[config.mk]
export PLATFORM = sky130hd
export DESIGN_NAME = cps_card_presence_select
export DESIGN_NICKNAME = d
export VERILOG_FILES = /design/src/rtl/cps_pkg.sv /design/src/rtl/cps_card_presence_select.sv
export SDC_FILE = /design/constraint.sdc
export NUM_CORES = 1
export LEC_CHECK = 0
export ABC_CLOCK_PERIOD_IN_PS = 1920
export BUFFER_PORTS_ARGS = -buffer_cell sky130_fd_sc_hd__buf_2
export CAP_MARGIN = 20
export CORE_MARGIN = 5
export CORE_UTILIZATION = 51
export CTS_CLUSTER_SIZE = 14
export DETAILED_ROUTE_END_ITERATION = 8
export GPL_TIMING_DRIVEN = 0
export PLACE_DENSITY = 0.8
export SYNTH_ARGS = -nofsm -noshare
export SYNTH_HDL_FRONTEND = slang
export SYNTH_SLANG_ARGS = --single-unit
[constraint.sdc]
create_clock -name clk -period 1.92 [get_ports clk]
set_input_delay 0.288 -clock clk [delete_from_list [all_inputs] [get_ports clk]]
set_output_delay 0.288 -clock clk [all_outputs]
set_load 0.005 [all_outputs]
[src/rtl/cps_pkg.sv]
// Package: constants and carrier types for the card presence and select block
package cps_pkg;

   // ********************************************************************
   // Interface count and first interface index
   // ********************************************************************
   localparam int unsigned CPS_NUM_IF     = 2;        // Two card interfaces
   localparam int unsigned CPS_FIRST_IF   = 0;        // Index of the first interface

   // ********************************************************************
   // Reset values
   // ********************************************************************
   localparam logic CPS_EN_FIRST_RST      = 1'b1;     // First interface on after reset
   localparam logic CPS_EN_SECOND_RST     = 1'b0;     // Second interface off after reset
   localparam logic CPS_ROUTE_RST         = 1'b0;     // Route low selects first routed card
   localparam logic CPS_CLASS_RST         = 1'b0;     // 0 = 3 V class, 1 = 1.8 V class
   localparam logic CPS_ROUTE_FN_RST      = 1'b0;     // Routing function off until strapped

   // ********************************************************************
   // Timing: card clock divider
   // ********************************************************************
   localparam int unsigned CPS_SYS_HZ     = 50_000_000;   // System clock rate
   localparam int unsigned CPS_CARD_HZ    = 5_000_000;    // Card clock rate, upper bound
   // Half period of card clock in system cycles, rounded down (shortest time)
   localparam int unsigned CPS_HALF_CYC   = (CPS_SYS_HZ / CPS_CARD_HZ) / 2;
   localparam int unsigned CPS_DIV_W      = 4;            // Divider counter width

   // ********************************************************************
   // Per-interface carrier types
   // ********************************************************************
   typedef enum logic [1:0] {
      CPS_OFF,        // Interface powered down, outputs low, data line released
      CPS_ACTIVE,     // Supply on, clock running, lines follow the core
      CPS_REMOVED     // Card pulled while active: shut down, wait for restart
   } cps_state_t;

   // Core-side request for one interface
   typedef struct packed {
      logic reset_n_req;   // Card reset level wanted by the core
      logic io_out;        // Serial data to drive (open drain: 0 drives low)
      logic low_volt;      // 1 = 1.8 V class card, 0 = 3 V class card
   } cps_core_req_t;

   // Pin-side drive for one interface
   typedef struct packed {
      logic supply;        // Card supply enable
      logic low_volt;      // Level selection for the pad ring
      logic clock;         // Card clock
      logic reset;         // Card reset line
      logic io_oe;         // Data line drive enable (drives low)
   } cps_pin_drv_t;

endpackage

[src/rtl/cps_card_presence_select.sv]
// Card presence watch, interface enable and card routing select logic
`timescale 1ns/10ps
`default_nettype none

// What this block does
// - Two independent card interfaces, five lines each
// - Each interface runs 3 V or 1.8 V cards
// - Tray detect is active low
// - Card removal shuts active interface down immediately
// - Only first interface enabled unless second_if_cfg is set
// - Route output low first card, high second
// - Routing function stored, applied from next restart
module cps_card_presence_select
   import cps_pkg::*;
#(
   parameter int unsigned NUM_IF = CPS_NUM_IF        // Number of card interfaces
)(
   input  wire logic                  clk,                 // 50 MHz system clock
   input  wire logic                  nrst,                // Async reset, active low
   input  wire logic [NUM_IF-1:0]     card_tray_detect_n,  // Tray present when low (pins)
   input  wire logic [NUM_IF-1:0]     card_serial_io_in,   // Data line level (pins)
   input  wire logic [NUM_IF-1:0]     if_enable_req,       // Core enable per interface
   input  wire logic                  second_if_cfg,       // Configuration: allow second
   input  wire cps_core_req_t [NUM_IF-1:0] core_req,       // Core reset, data, class
   input  wire logic                  route_fn_stored,     // Non-volatile route setting
   input  wire logic                  route_second,        // Core picks second routed card
   output logic [NUM_IF-1:0]          card_supply_out,     // Card supply enable
   output logic [NUM_IF-1:0]          card_low_volt_out,   // 1.8 V level select
   output logic [NUM_IF-1:0]          card_clock_out,      // Card clock
   output logic [NUM_IF-1:0]          card_reset_out,      // Card reset line
   output logic [NUM_IF-1:0]          card_serial_io_out,  // Data output level (always 0)
   output logic [NUM_IF-1:0]          card_serial_io_oe,   // Data drive enable
   output logic [NUM_IF-1:0]          card_serial_io_rx,   // Synchronised data to core
   output logic [NUM_IF-1:0]          card_removed,        // Interface shut by removal
   output logic                       shared_route_pin_out,// Route select level
   output logic                       shared_route_pin_oe  // Route pin drive enable
);

   // ********************************************************************
   // Pin synchronisers
   // ********************************************************************
   logic [NUM_IF-1:0] det_meta_reg;    // First stage, read only by second
   logic [NUM_IF-1:0] det_sync_reg;    // Detect, safe to use
   logic [NUM_IF-1:0] io_meta_reg;     // First stage of data line
   logic [NUM_IF-1:0] io_sync_reg;     // Data line, safe to use

   // Two flops each; both lines arrive from the card holder
   always_ff @(posedge clk or negedge nrst) begin
      if (!nrst) begin
         det_meta_reg <= '1;            // Absent until seen
         det_sync_reg <= '1;
         io_meta_reg  <= '1;
         io_sync_reg  <= '1;
      end else begin
         det_meta_reg <= card_tray_detect_n;
         det_sync_reg <= det_meta_reg;
         io_meta_reg  <= card_serial_io_in;
         io_sync_reg  <= io_meta_reg;
      end
   end

   // ********************************************************************
   // Card clock divider, shared by both interfaces
   // ********************************************************************
   localparam logic [CPS_DIV_W-1:0] HALF_LAST = CPS_DIV_W'(CPS_HALF_CYC - 1);
   logic [CPS_DIV_W-1:0] div_reg, div_next;   // Half-period counter
   logic                 tick_reg, tick_next; // Free-running divided clock

   always_comb begin
      div_next  = div_reg + 1'b1;
      tick_next = tick_reg;
      if (div_reg == HALF_LAST) begin
         div_next  = '0;
         tick_next = ~tick_reg;
      end
   end

   always_ff @(posedge clk or negedge nrst) begin
      if (!nrst) begin
         div_reg  <= '0;
         tick_reg <= 1'b0;
      end else begin
         div_reg  <= div_next;
         tick_reg <= tick_next;
      end
   end

   // ********************************************************************
   // Route function strap, caught once after reset release
   // ********************************************************************
   // A setting changed at run time only counts after the next restart,
   // so the stored value is sampled once and then frozen.
   logic caught_reg, caught_next;     // Strap already sampled
   logic route_fn_reg, route_fn_next; // Route function active this run
   logic route_reg, route_next;       // Route level
   logic route_oe_reg, route_oe_next; // Route drive enable

   always_comb begin
      caught_next   = 1'b1;
      route_fn_next = caught_reg ? route_fn_reg : route_fn_stored;
      // Low unless function active and second card chosen
      route_next    = route_fn_reg & route_second;
      route_oe_next = route_fn_reg;
   end

   always_ff @(posedge clk or negedge nrst) begin
      if (!nrst) begin
         caught_reg   <= 1'b0;
         route_fn_reg <= CPS_ROUTE_FN_RST;
         route_reg    <= CPS_ROUTE_RST;
         route_oe_reg <= 1'b0;
      end else begin
         caught_reg   <= caught_next;
         route_fn_reg <= route_fn_next;
         route_reg    <= route_next;
         route_oe_reg <= route_oe_next;
      end
   end

   assign shared_route_pin_out = route_reg;
   assign shared_route_pin_oe  = route_oe_reg;

   // ********************************************************************
   // Per-interface state machines and pin drive
   // ********************************************************************
   cps_state_t   st_reg   [NUM_IF];   // Interface states
   cps_state_t   st_next  [NUM_IF];
   cps_pin_drv_t drv_reg  [NUM_IF];   // Registered pin drive
   cps_pin_drv_t drv_next [NUM_IF];
   logic [NUM_IF-1:0] allowed;        // Enable gate per interface
   logic [NUM_IF-1:0] removed_reg;    // Removal flag, registered for the pin
   logic [NUM_IF-1:0] removed_next;   // Next removal flag

   // Only the first interface may run unless configured
   always_comb begin
      for (int i = 0; i < NUM_IF; i++) begin
         allowed[i] = (i == CPS_FIRST_IF) ? CPS_EN_FIRST_RST : second_if_cfg;
      end
   end

   always_comb begin
      for (int i = 0; i < NUM_IF; i++) begin
         st_next[i] = st_reg[i];
         case (st_reg[i])
            CPS_OFF: begin
               // Start only with tray present (low)
               if (if_enable_req[i] && allowed[i] && !det_sync_reg[i]) begin
                  st_next[i] = CPS_ACTIVE;
               end
            end
            CPS_ACTIVE: begin
               if (det_sync_reg[i]) begin
                  st_next[i] = CPS_REMOVED;
               end else if (!if_enable_req[i] || !allowed[i]) begin
                  st_next[i] = CPS_OFF;
               end
            end
            CPS_REMOVED: begin
               // Stays shut; recovery needs a module restart
               st_next[i] = CPS_REMOVED;
            end
            default: begin
               st_next[i] = CPS_OFF;
            end
         endcase
         // Flag rises on the same edge as the shutdown
         removed_next[i] = (st_next[i] == CPS_REMOVED);
         // Drive follows next state so a removal drops lines on the same edge
         drv_next[i] = '0;
         if (st_next[i] == CPS_ACTIVE) begin
            drv_next[i].supply   = 1'b1;
            drv_next[i].low_volt = core_req[i].low_volt;
            drv_next[i].clock    = tick_next;
            drv_next[i].reset    = core_req[i].reset_n_req;
            drv_next[i].io_oe    = ~core_req[i].io_out;       // Open drain
         end
      end
   end

   always_ff @(posedge clk or negedge nrst) begin
      if (!nrst) begin
         for (int i = 0; i < NUM_IF; i++) begin
            st_reg[i]  <= CPS_OFF;
            drv_reg[i] <= '0;
         end
         removed_reg <= '0;
      end else begin
         for (int i = 0; i < NUM_IF; i++) begin
            st_reg[i]  <= st_next[i];
            drv_reg[i] <= drv_next[i];
         end
         removed_reg <= removed_next;
      end
   end

   // Pins straight from flops
   always_comb begin
      for (int i = 0; i < NUM_IF; i++) begin
         card_supply_out[i]    = drv_reg[i].supply;
         card_low_volt_out[i]  = drv_reg[i].low_volt;
         card_clock_out[i]     = drv_reg[i].clock;
         card_reset_out[i]     = drv_reg[i].reset;
         card_serial_io_oe[i]  = drv_reg[i].io_oe;
         card_serial_io_out[i] = 1'b0;
         card_removed[i]       = removed_reg[i];
      end
   end

   assign card_serial_io_rx = io_sync_reg;

   // ********************************************************************
   // Checks
   // ********************************************************************
   for (genvar g = 0; g < NUM_IF; g++) begin : g_chk
      a_removal_shuts_down: assert property (
         @(posedge clk) disable iff (!nrst)
         (st_reg[g] == CPS_ACTIVE && det_sync_reg[g]) |=> !card_supply_out[g] && card_removed[g])
         else $error("interface not shut down after removal");
      a_removed_stays_off: assert property (
         @(posedge clk) disable iff (!nrst)
         card_removed[g] |=> card_removed[g] && !card_supply_out[g] && !card_clock_out[g])
         else $error("removed interface came back");
      a_absent_no_start: assert property (
         @(posedge clk) disable iff (!nrst)
         (st_reg[g] == CPS_OFF && det_sync_reg[g]) |=> !card_supply_out[g])
         else $error("interface started with tray absent");
      a_level_follows: assert property (
         @(posedge clk) disable iff (!nrst)
         card_supply_out[g] |-> card_low_volt_out[g] == $past(core_req[g].low_volt))
         else $error("card class level wrong");
   end

   a_second_gated: assert property (
      @(posedge clk) disable iff (!nrst)
      (!$past(second_if_cfg) && NUM_IF > 1) |-> !card_supply_out[NUM_IF-1])
      else $error("second interface ran without configuration");
   a_route_level: assert property (
      @(posedge clk) disable iff (!nrst)
      route_fn_reg |=> shared_route_pin_out == $past(route_second) && shared_route_pin_oe)
      else $error("route level does not follow selection");
   a_route_default: assert property (
      @(posedge clk) disable iff (!nrst)
      !route_fn_reg |=> !shared_route_pin_out)
      else $error("route not low when function off");
   a_route_frozen: assert property (
      @(posedge clk) disable iff (!nrst)
      caught_reg |=> $stable(route_fn_reg))
      else $error("route function changed before restart");

endmodule

`default_nettype wire

# Yosys cells after proc, flatten, opt, wreduce, memory -nomap -nowiden
# Cells that the tools add are included.
dict set report word_totals {
  romBits 0
  ff_bits 33
  latch_bits 0
  input_bits 17
  word_cells 59
  mem_bits_rw 0
  memories 0
  output_inout_bits 18
}
dict set report classes {
  mul 0
  order_cmp 0
  n_addsub 1
  n_shift 0
  eq_ne 9
  mux 12
  n_div 0
  n_reduce_logical 10
  n_bitwise 4
}
# operator count
set ops {}
lappend ops {{2-bit two-way mux} 6}
lappend ops {{2-bit case mux with 3 select lines} 2}
lappend ops {{5-bit two-way mux} 2}
lappend ops {{2-bit by 1-bit equality test with 1-bit output (second input constant)} 4}
lappend ops {{2-bit equality test (second input constant)} 4}
lappend ops {{4-bit by 1-bit adder with 4-bit output (second input constant)} 1}
lappend ops {{4-bit by 3-bit equality test with 1-bit output (second input constant)} 1}
lappend ops {{1-bit zero test} 4}
lappend ops {{2-bit zero test} 2}
lappend ops {{4-bit two-way mux} 1}
lappend ops {{1-bit logical AND} 3}
lappend ops {{1-bit inverter} 3}
lappend ops {{1-bit AND} 1}
lappend ops {{1-bit logical OR} 1}
lappend ops {{1-bit two-way mux} 1}

# Depth between registers and ports, before layout
# Gate-level depths: netlist (run 1).
dict set report depth {
  depth_word 7
  mapped_depth 5
  ltp_nobuf 5
}

# Least setup slack after synthesis (run 1)
# Ideal clock, no wire load.
dict set report synth_timing {
  path_kind {reg-to-reg}
  start {register div_reg[0]}
  end {register drv_reg (netlist bit card_clock_out[0])}
  setup_slack_ns 0.832
  required_ns 1.795
  t_arrival_ns 0.964
  path_stages_with_launch 6
  synth_period_minus_slack_ns 1.088
  path_cell_list {dfrtp_1 > inv_1 > ha_1 > nand3b_1 > xor2_1 > nor2_1}
}
# element line_no
set synth_lines {}
lappend synth_lines {{start: declaration} cps_card_presence_select.sv:66} ;# logic [CPS_DIV_W-1:0] div_reg, div_next;
lappend synth_lines {{start signal: assignment} cps_card_presence_select.sv:83} ;# div_reg <= div_next;
lappend synth_lines {{end signal: indexed assignment} cps_card_presence_select.sv:190} ;# drv_reg[i] <= drv_next[i];
lappend synth_lines {{end: declaration} cps_card_presence_select.sv:128} ;# cps_pin_drv_t drv_reg [NUM_IF];

# Worst setup path after layout (run 1)
dict set report layout_timing {
  start {register div_reg[0]}
  end {register tick_reg}
}
dict set report layout_via {
  elab_chain_len 2
}
# element line_no
set layout_lines {}
lappend layout_lines {{4-bit by 3-bit equality test with 1-bit output} cps_card_presence_select.sv:72} ;# if (div_reg == HALF_LAST) begin
lappend layout_lines {{1-bit two-way mux} cps_card_presence_select.sv:72}
lappend layout_lines {{via tick_next} cps_card_presence_select.sv:67} ;# logic tick_reg, tick_next;
lappend layout_lines {{end signal: assignment} cps_card_presence_select.sv:84} ;# tick_reg <= tick_next;
lappend layout_lines {{end: declaration} cps_card_presence_select.sv:67}
# The timed path passes the listed nets, and every way through them passes these cells.
# A chain may end at the register's enable or synchronous reset.

==> results.toml, run 1 <==
[outcome]
outcome = "completed"

[clock_network]
post-cts-setup-buffers = 0
cts_sinks = 33
clk_latency_ns = 0.32
cts_tree = "yes"
ctsHoldBuffers = 1
clock-root-buffer = "clkbuf_4"
post_cts_resized = 0
cts_htree_levels = 2
cts_buffers = 5
cts_max_path_buffers = 2
clk_pin_slew_worst_paths_ns = 0.10

[logic_synthesis]
synthCells = 76
async_reset_ff_share_pct = 100
synth.cell_area_mm2 = 0.00109
yosysWarningCount = 0
seq_area_frac_synth_pct = 76.7
synth-seq-cells = 33
ys_types = 20
synth_flop_cell = "dfrtp_1"
syn_avg_cell_area_um2 = 14.3
synth_edf_count = 0

[sta]
finClkSkew_ns = 0.00912
tightest_slew_ns = 0.678
setup_viol = 0
fmax_ghz = 0.811
hold_ws_ns = 0.0557
fin_crit_ns = 1.23
finalHoldViolations = 0
maxSlewViolCount = 0
fin_crit_sh_pct = 64.2
rsz0062_at_grt = "no"
relSlewSlack_pct = 54.8
fin_setup_tns_ns = 0

[setup_path]
crit_fanout = 3
worstPathRequired_ns = 2.12
crit_chain = "inv_1 -> ha_1 -> nand3b_1 -> xor2_1 -> inv_1"
cp-end-kind = "flop"
start_kind = "flop"
crit_type = "flop to flop"
critPathBufInv = 2
cpMostUsedCell = "inv_1"
slowest_stage = "dfrtp_1"
cp.arrival_ns = 1.44
crit_family = "flip-flops"
crit_path_max_incr_delay_ns = 0.40

[power_and_ir_drop]
power.internal_mw = 1.06
p_clk_share_pct = 30.9
power_density_mw_per_mm2 = 996
p_leak_nw = 0.756
switching_share_pct = 22.4
power_frac_comb_pct = 10.1
ir_worst_vdd_mv = 0.611
seq_power_share_pct = 59.0
p_switching_mw = 0.305

[hold_path]
min_path_type = "input port to flop"

[placed_design]
dp_hpwl_um = 1220
place.gp.congestion = 0.702
io_buffers = 32

[routing]
firstDrtPassIters = 2
vias_per_cell = 4.39
drcViolationCount = 0
wirelength_um = 1610
drtAntennaViolNets = 0
drt_iter0_drc = 12
vias = 637
wl_per_cell_um = 11.1

[layout]
synthToLayoutAreaGrowth_pct = 25.5
final_cell_mix = "32 x buf_2, 25 x dfrtp_1, 8 x inv_1, 8 x dfstp_2, 6 x and2_1"
drive_gt1_share_pct = 44.9
final_common_cell = "buf_2"
antennaDiodeCount = 0
finalNetCount = 136

[die]
chipHeight_um = 56.2
ios = 35
rows = 16
dieWidth_um = 56.2
start_util_pct = 54.4
core_area_mm2 = 0.00200
dieArea_mm2 = 0.00316

[global_route]
grt_usage_pct = 12.3
grt_max_degree = 34
grt_pass1_vias = 620
grt_pass1_wl_um = 2860
grt_antenna_before_repair = 0
gr-total-overflow = 0

[job]
cap_violations = 0
[through the flow]
stage          setup slack (ns)  power (mW)  util [%]  instances  instance area [um^2]
2_1_floorplan             0.832       0.875         -         77                  1090
3_3_place_gp              0.742       0.948      64.3        136                  1290
3_5_place_dp              0.701       0.956      64.3        136                  1290
4_1_cts                   0.677        1.38      68.3        145                  1370
5_1_grt                   0.542        1.44      68.3        145                  1370
6_report                  0.687        1.36      68.3        145                  1370
[cells by family (layout without fill, tap and decap cells)]
group           Yosys count  count (layout)  share of synthesized area [%]
compound gates            4               4                           2.07
xor+xnor                  1               1                          0.804
fa+ha+maj                 2               2                           2.30
buf+inv                  11              52                           4.48
flops                    33              33                           76.7
mux                       3               3                           2.87
other cells               2               3                          0.689
simple gates             20              20                           10.1
[worst register-to-register path, stage by stage (launching register included)]
cell	delay [ns]
dfrtp_1	0.40
inv_1	0.08
ha_1	0.20
nand3b_1	0.13
xor2_1	0.24
inv_1	0.08
[layer usage]
layer | routed length [um] | GRT usage [%] | up-vias
li1 | - | - | 310
met1 | 631 | 13.2 | 299
met2 | 801 | 18.4 | 26
met3 | 161 | 7.66 | 2
met4 | 18 | 7.12 | 0
met5 | 0 | 0 | -
[power by group through the flow]
stage | logic, mW | clock network (mW) | registers, mW
after floorplan | 0.0553 | 0 | 0.820
after global placement | 0.135 | 0 | 0.813
after detailed placement | 0.139 | 0 | 0.817
after CTS | 0.141 | 0.434 | 0.804
after global routing | 0.157 | 0.474 | 0.811
final | 0.138 | 0.421 | 0.804
[worst paths after layout]
check,from,end,slack [ns],cells after the start
worst max-delay path,div_reg[0],tick_reg,0.69,5
worst min-delay path,card_tray_detect_n[0],det_meta_reg[0],0.06,1
worst max register to register,div_reg[0],tick_reg,0.69,5
worst min register to register,det_meta_reg[1],det_sync_reg[1],0.36,0
max in group asynchronous,nrst,card_removed[0],0.94,2
min in group asynchronous,nrst,card_serial_io_oe[1],0.54,2
[cell type report]
cell class | instances | area [um^2]
Inverter | 9 | 33.8
Sequential cell | 33 | 836
Timing Repair Buffer | 33 | 170
Clock buffer | 7 | 65.1
Tap cell | 27 | 33.8
Clock inverter | 1 | 5.00
Fill cell | 152 | 634
Multi-Input combinational cell | 33 | 209
Buffer | 2 | 15.0
[synth_stat cells, drive strengths merged (2+ instances only)]
| master | n | area [um^2] |
|---|---|---|
| nand3 | 4 | 20.0 |
| buf | 2 | 15.0 |
| o21ai | 3 | 15.0 |
| dfrtp | 25 | 626 |
| conb | 2 | 7.51 |
| and2 | 6 | 37.5 |
| ha | 2 | 25.0 |
| dfstp | 8 | 210 |
| nor2 | 5 | 18.8 |
| inv | 9 | 33.8 |
| mux2i | 2 | 20.0 |
Power figures use the tool's default switching activity.
==> run 2: changes to the inputs <==
ABC_CLOCK_PERIOD_IN_PS = 1200   (was 1920)
CORE_UTILIZATION = 48   (was 51)
PLACE_DENSITY = 0.76   (was 0.8)
clock period = 1.2 ns   (was 1.92 ns; I/O delays follow)
==> results.toml, run 2 (synthesis results as in run 1) <==
[placed_design]
place.gp.congestion = 0.681
dp_hpwl_um = 1290
dpl.cell_count = 137
place_area_mm2 = 0.00129
io_buffers = 32

[die]
start_util_pct = 49.7
dieArea_mm2 = 0.00332
core_area_mm2 = 0.00219
ios = 35
dieWidth_um = 57.7
rows = 17
chipHeight_um = 57.7

[setup_path]
crit_family = "flip-flops"
worstPathRequired_ns = 1.42
cp.arrival_ns = 1.38
critPathBufInv = 1
crit_type = "flop to flop"
reg2reg_from = "div_reg[1]"
crit_path_max_incr_delay_ns = 0.40
slowest_stage = "dfrtp_1"
start_kind = "flop"
crit_fanout = 3
crit_start = "div_reg[1]"
crit_chain = "inv_1 -> ha_4 -> nand3b_1 -> xor2_2 -> nor2_1"
cp-end-kind = "flop"

[routing]
wirelength_um = 1900
drt_iter0_drc = 14
vias_per_cell = 4.35
wl_per_cell_um = 12.2
firstDrtPassIters = 2
vias = 679
drcViolationCount = 0
drtAntennaViolNets = 0

[outcome]
outcome = "completed"

[global_route]
grt_usage_pct = 12.9
gr-total-overflow = 0
grt_antenna_before_repair = 0
grt_pass1_vias = 728
grt_pass1_wl_um = 3130
grt_max_degree = 34

[sta]
tightest_slew_ns = 0.695
fmax_ghz = 0.862
hold_ws_ns = 0.0534
relSlewSlack_pct = 53.6
fin_crit_ns = 1.16
maxSlewViolCount = 0
rsz0062_at_grt = "yes"
setup_viol = 0
fin_setup_tns_ns = 0
fin_crit_sh_pct = 96.7
finClkSkew_ns = 0.0102
finalHoldViolations = 0

[layout]
synthToLayoutAreaGrowth_pct = 34.7
final_common_cell = "buf_2"
stdcell_count = 156
antennaDiodeCount = 0
finalNetCount = 146
stdcell_area_mm2 = 0.00147
drive_gt1_share_pct = 45.3
nFillCells = 173
final_cell_mix = "32 x buf_2, 25 x dfrtp_1, 8 x dfstp_2"

[clock_network]
cts_tree = "yes"
clk_pin_slew_worst_paths_ns = 0.10
cts_sinks = 33
cts_buffers = 5
clock-root-buffer = "clkbuf_4"
clk_latency_ns = 0.32
cts_htree_levels = 2
cts_max_path_buffers = 2

[power_and_ir_drop]
p_leak_nw = 0.796
p_total_mw = 2.15
ir_worst_vdd_mv = 0.897
power_density_mw_per_mm2 = 1470

[hold_path]
min_path_type = "input port to flop"
hp-start = "core_req[3]"

[job]
cap_violations = 0
[run 2: repair_timing]
action                                  in CTS  in global routing
hold buffers                                 7                  0
endpoints found under the hold margin       31                  0
resized for setup                            2                  2
endpoints found under the setup margin       3                  3
cloned                                       0                  0
pin swaps                                    3                  3
buffers inserted                             2                  2
[run 2: metrics by stage]
stage               setup slack, ns  utilization [%]
finish                       0.0393             67.0
global route               -0.00997             67.0
CTS                        -0.00933             65.8
detailed placement          -0.0361             58.8
global placement             0.0163             58.8
floorplan                     0.112                -
[run 2: path summary, 6_finish.rpt]
check | slack, ns | depth (start not counted) | endpoint
max in group asynchronous | 0.31 | 2 | card_supply_out[0]
worst max-delay path | 0.04 | 5 | card_clock_out[1]
worst max register to register | 0.04 | 5 | card_clock_out[1]
worst min register to register | 0.35 | 0 | card_serial_io_rx[0]
min in group asynchronous | 0.43 | 2 | card_reset_out[1]
worst min-delay path | 0.05 | 2 | card_low_volt_out[1]
[run 2: power by group]
part / switching, mW / total [mW] / internal [mW]
logic: 0.114 / 0.242 / 0.128
clock network: 0.333 / 0.622 / 0.289
registers: 0.0512 / 1.29 / 1.24
total: 0.499 / 2.15 / 1.65
[run 2: routing by layer]
layer	global-route usage [%]	part of all wire, %	routed length [um]	vias to the layer above
met1	13.4	36	690	317
li1	-	-	-	330
met4	6.95	1.5	28	0
met3	5.79	11	206	3
met5	0	0	0	-
met2	21.6	51	973	29
[run 2: final cells by class]
| type | instances | area [um^2] | share of cell area [%] |
|---|---|---|---|
| clock buffers | 8 | 58.8 | 4.01 |
| inverters | 9 | 33.8 | 2.30 |
| repair buffers | 43 | 260 | 17.7 |
| multi-input cells | 33 | 229 | 15.6 |
| flip-flops and latches | 33 | 836 | 56.9 |
| plain buffers | 2 | 15.0 | 1.02 |
| well taps | 28 | 35.0 | 2.39 |
[run 2: worst reg2reg max path, stage by stage (launching register included)]
cell	delay, ns
dfrtp_1	0.40
inv_1	0.09
ha_4	0.13
nand3b_1	0.14
xor2_2	0.22
nor2_1	0.07
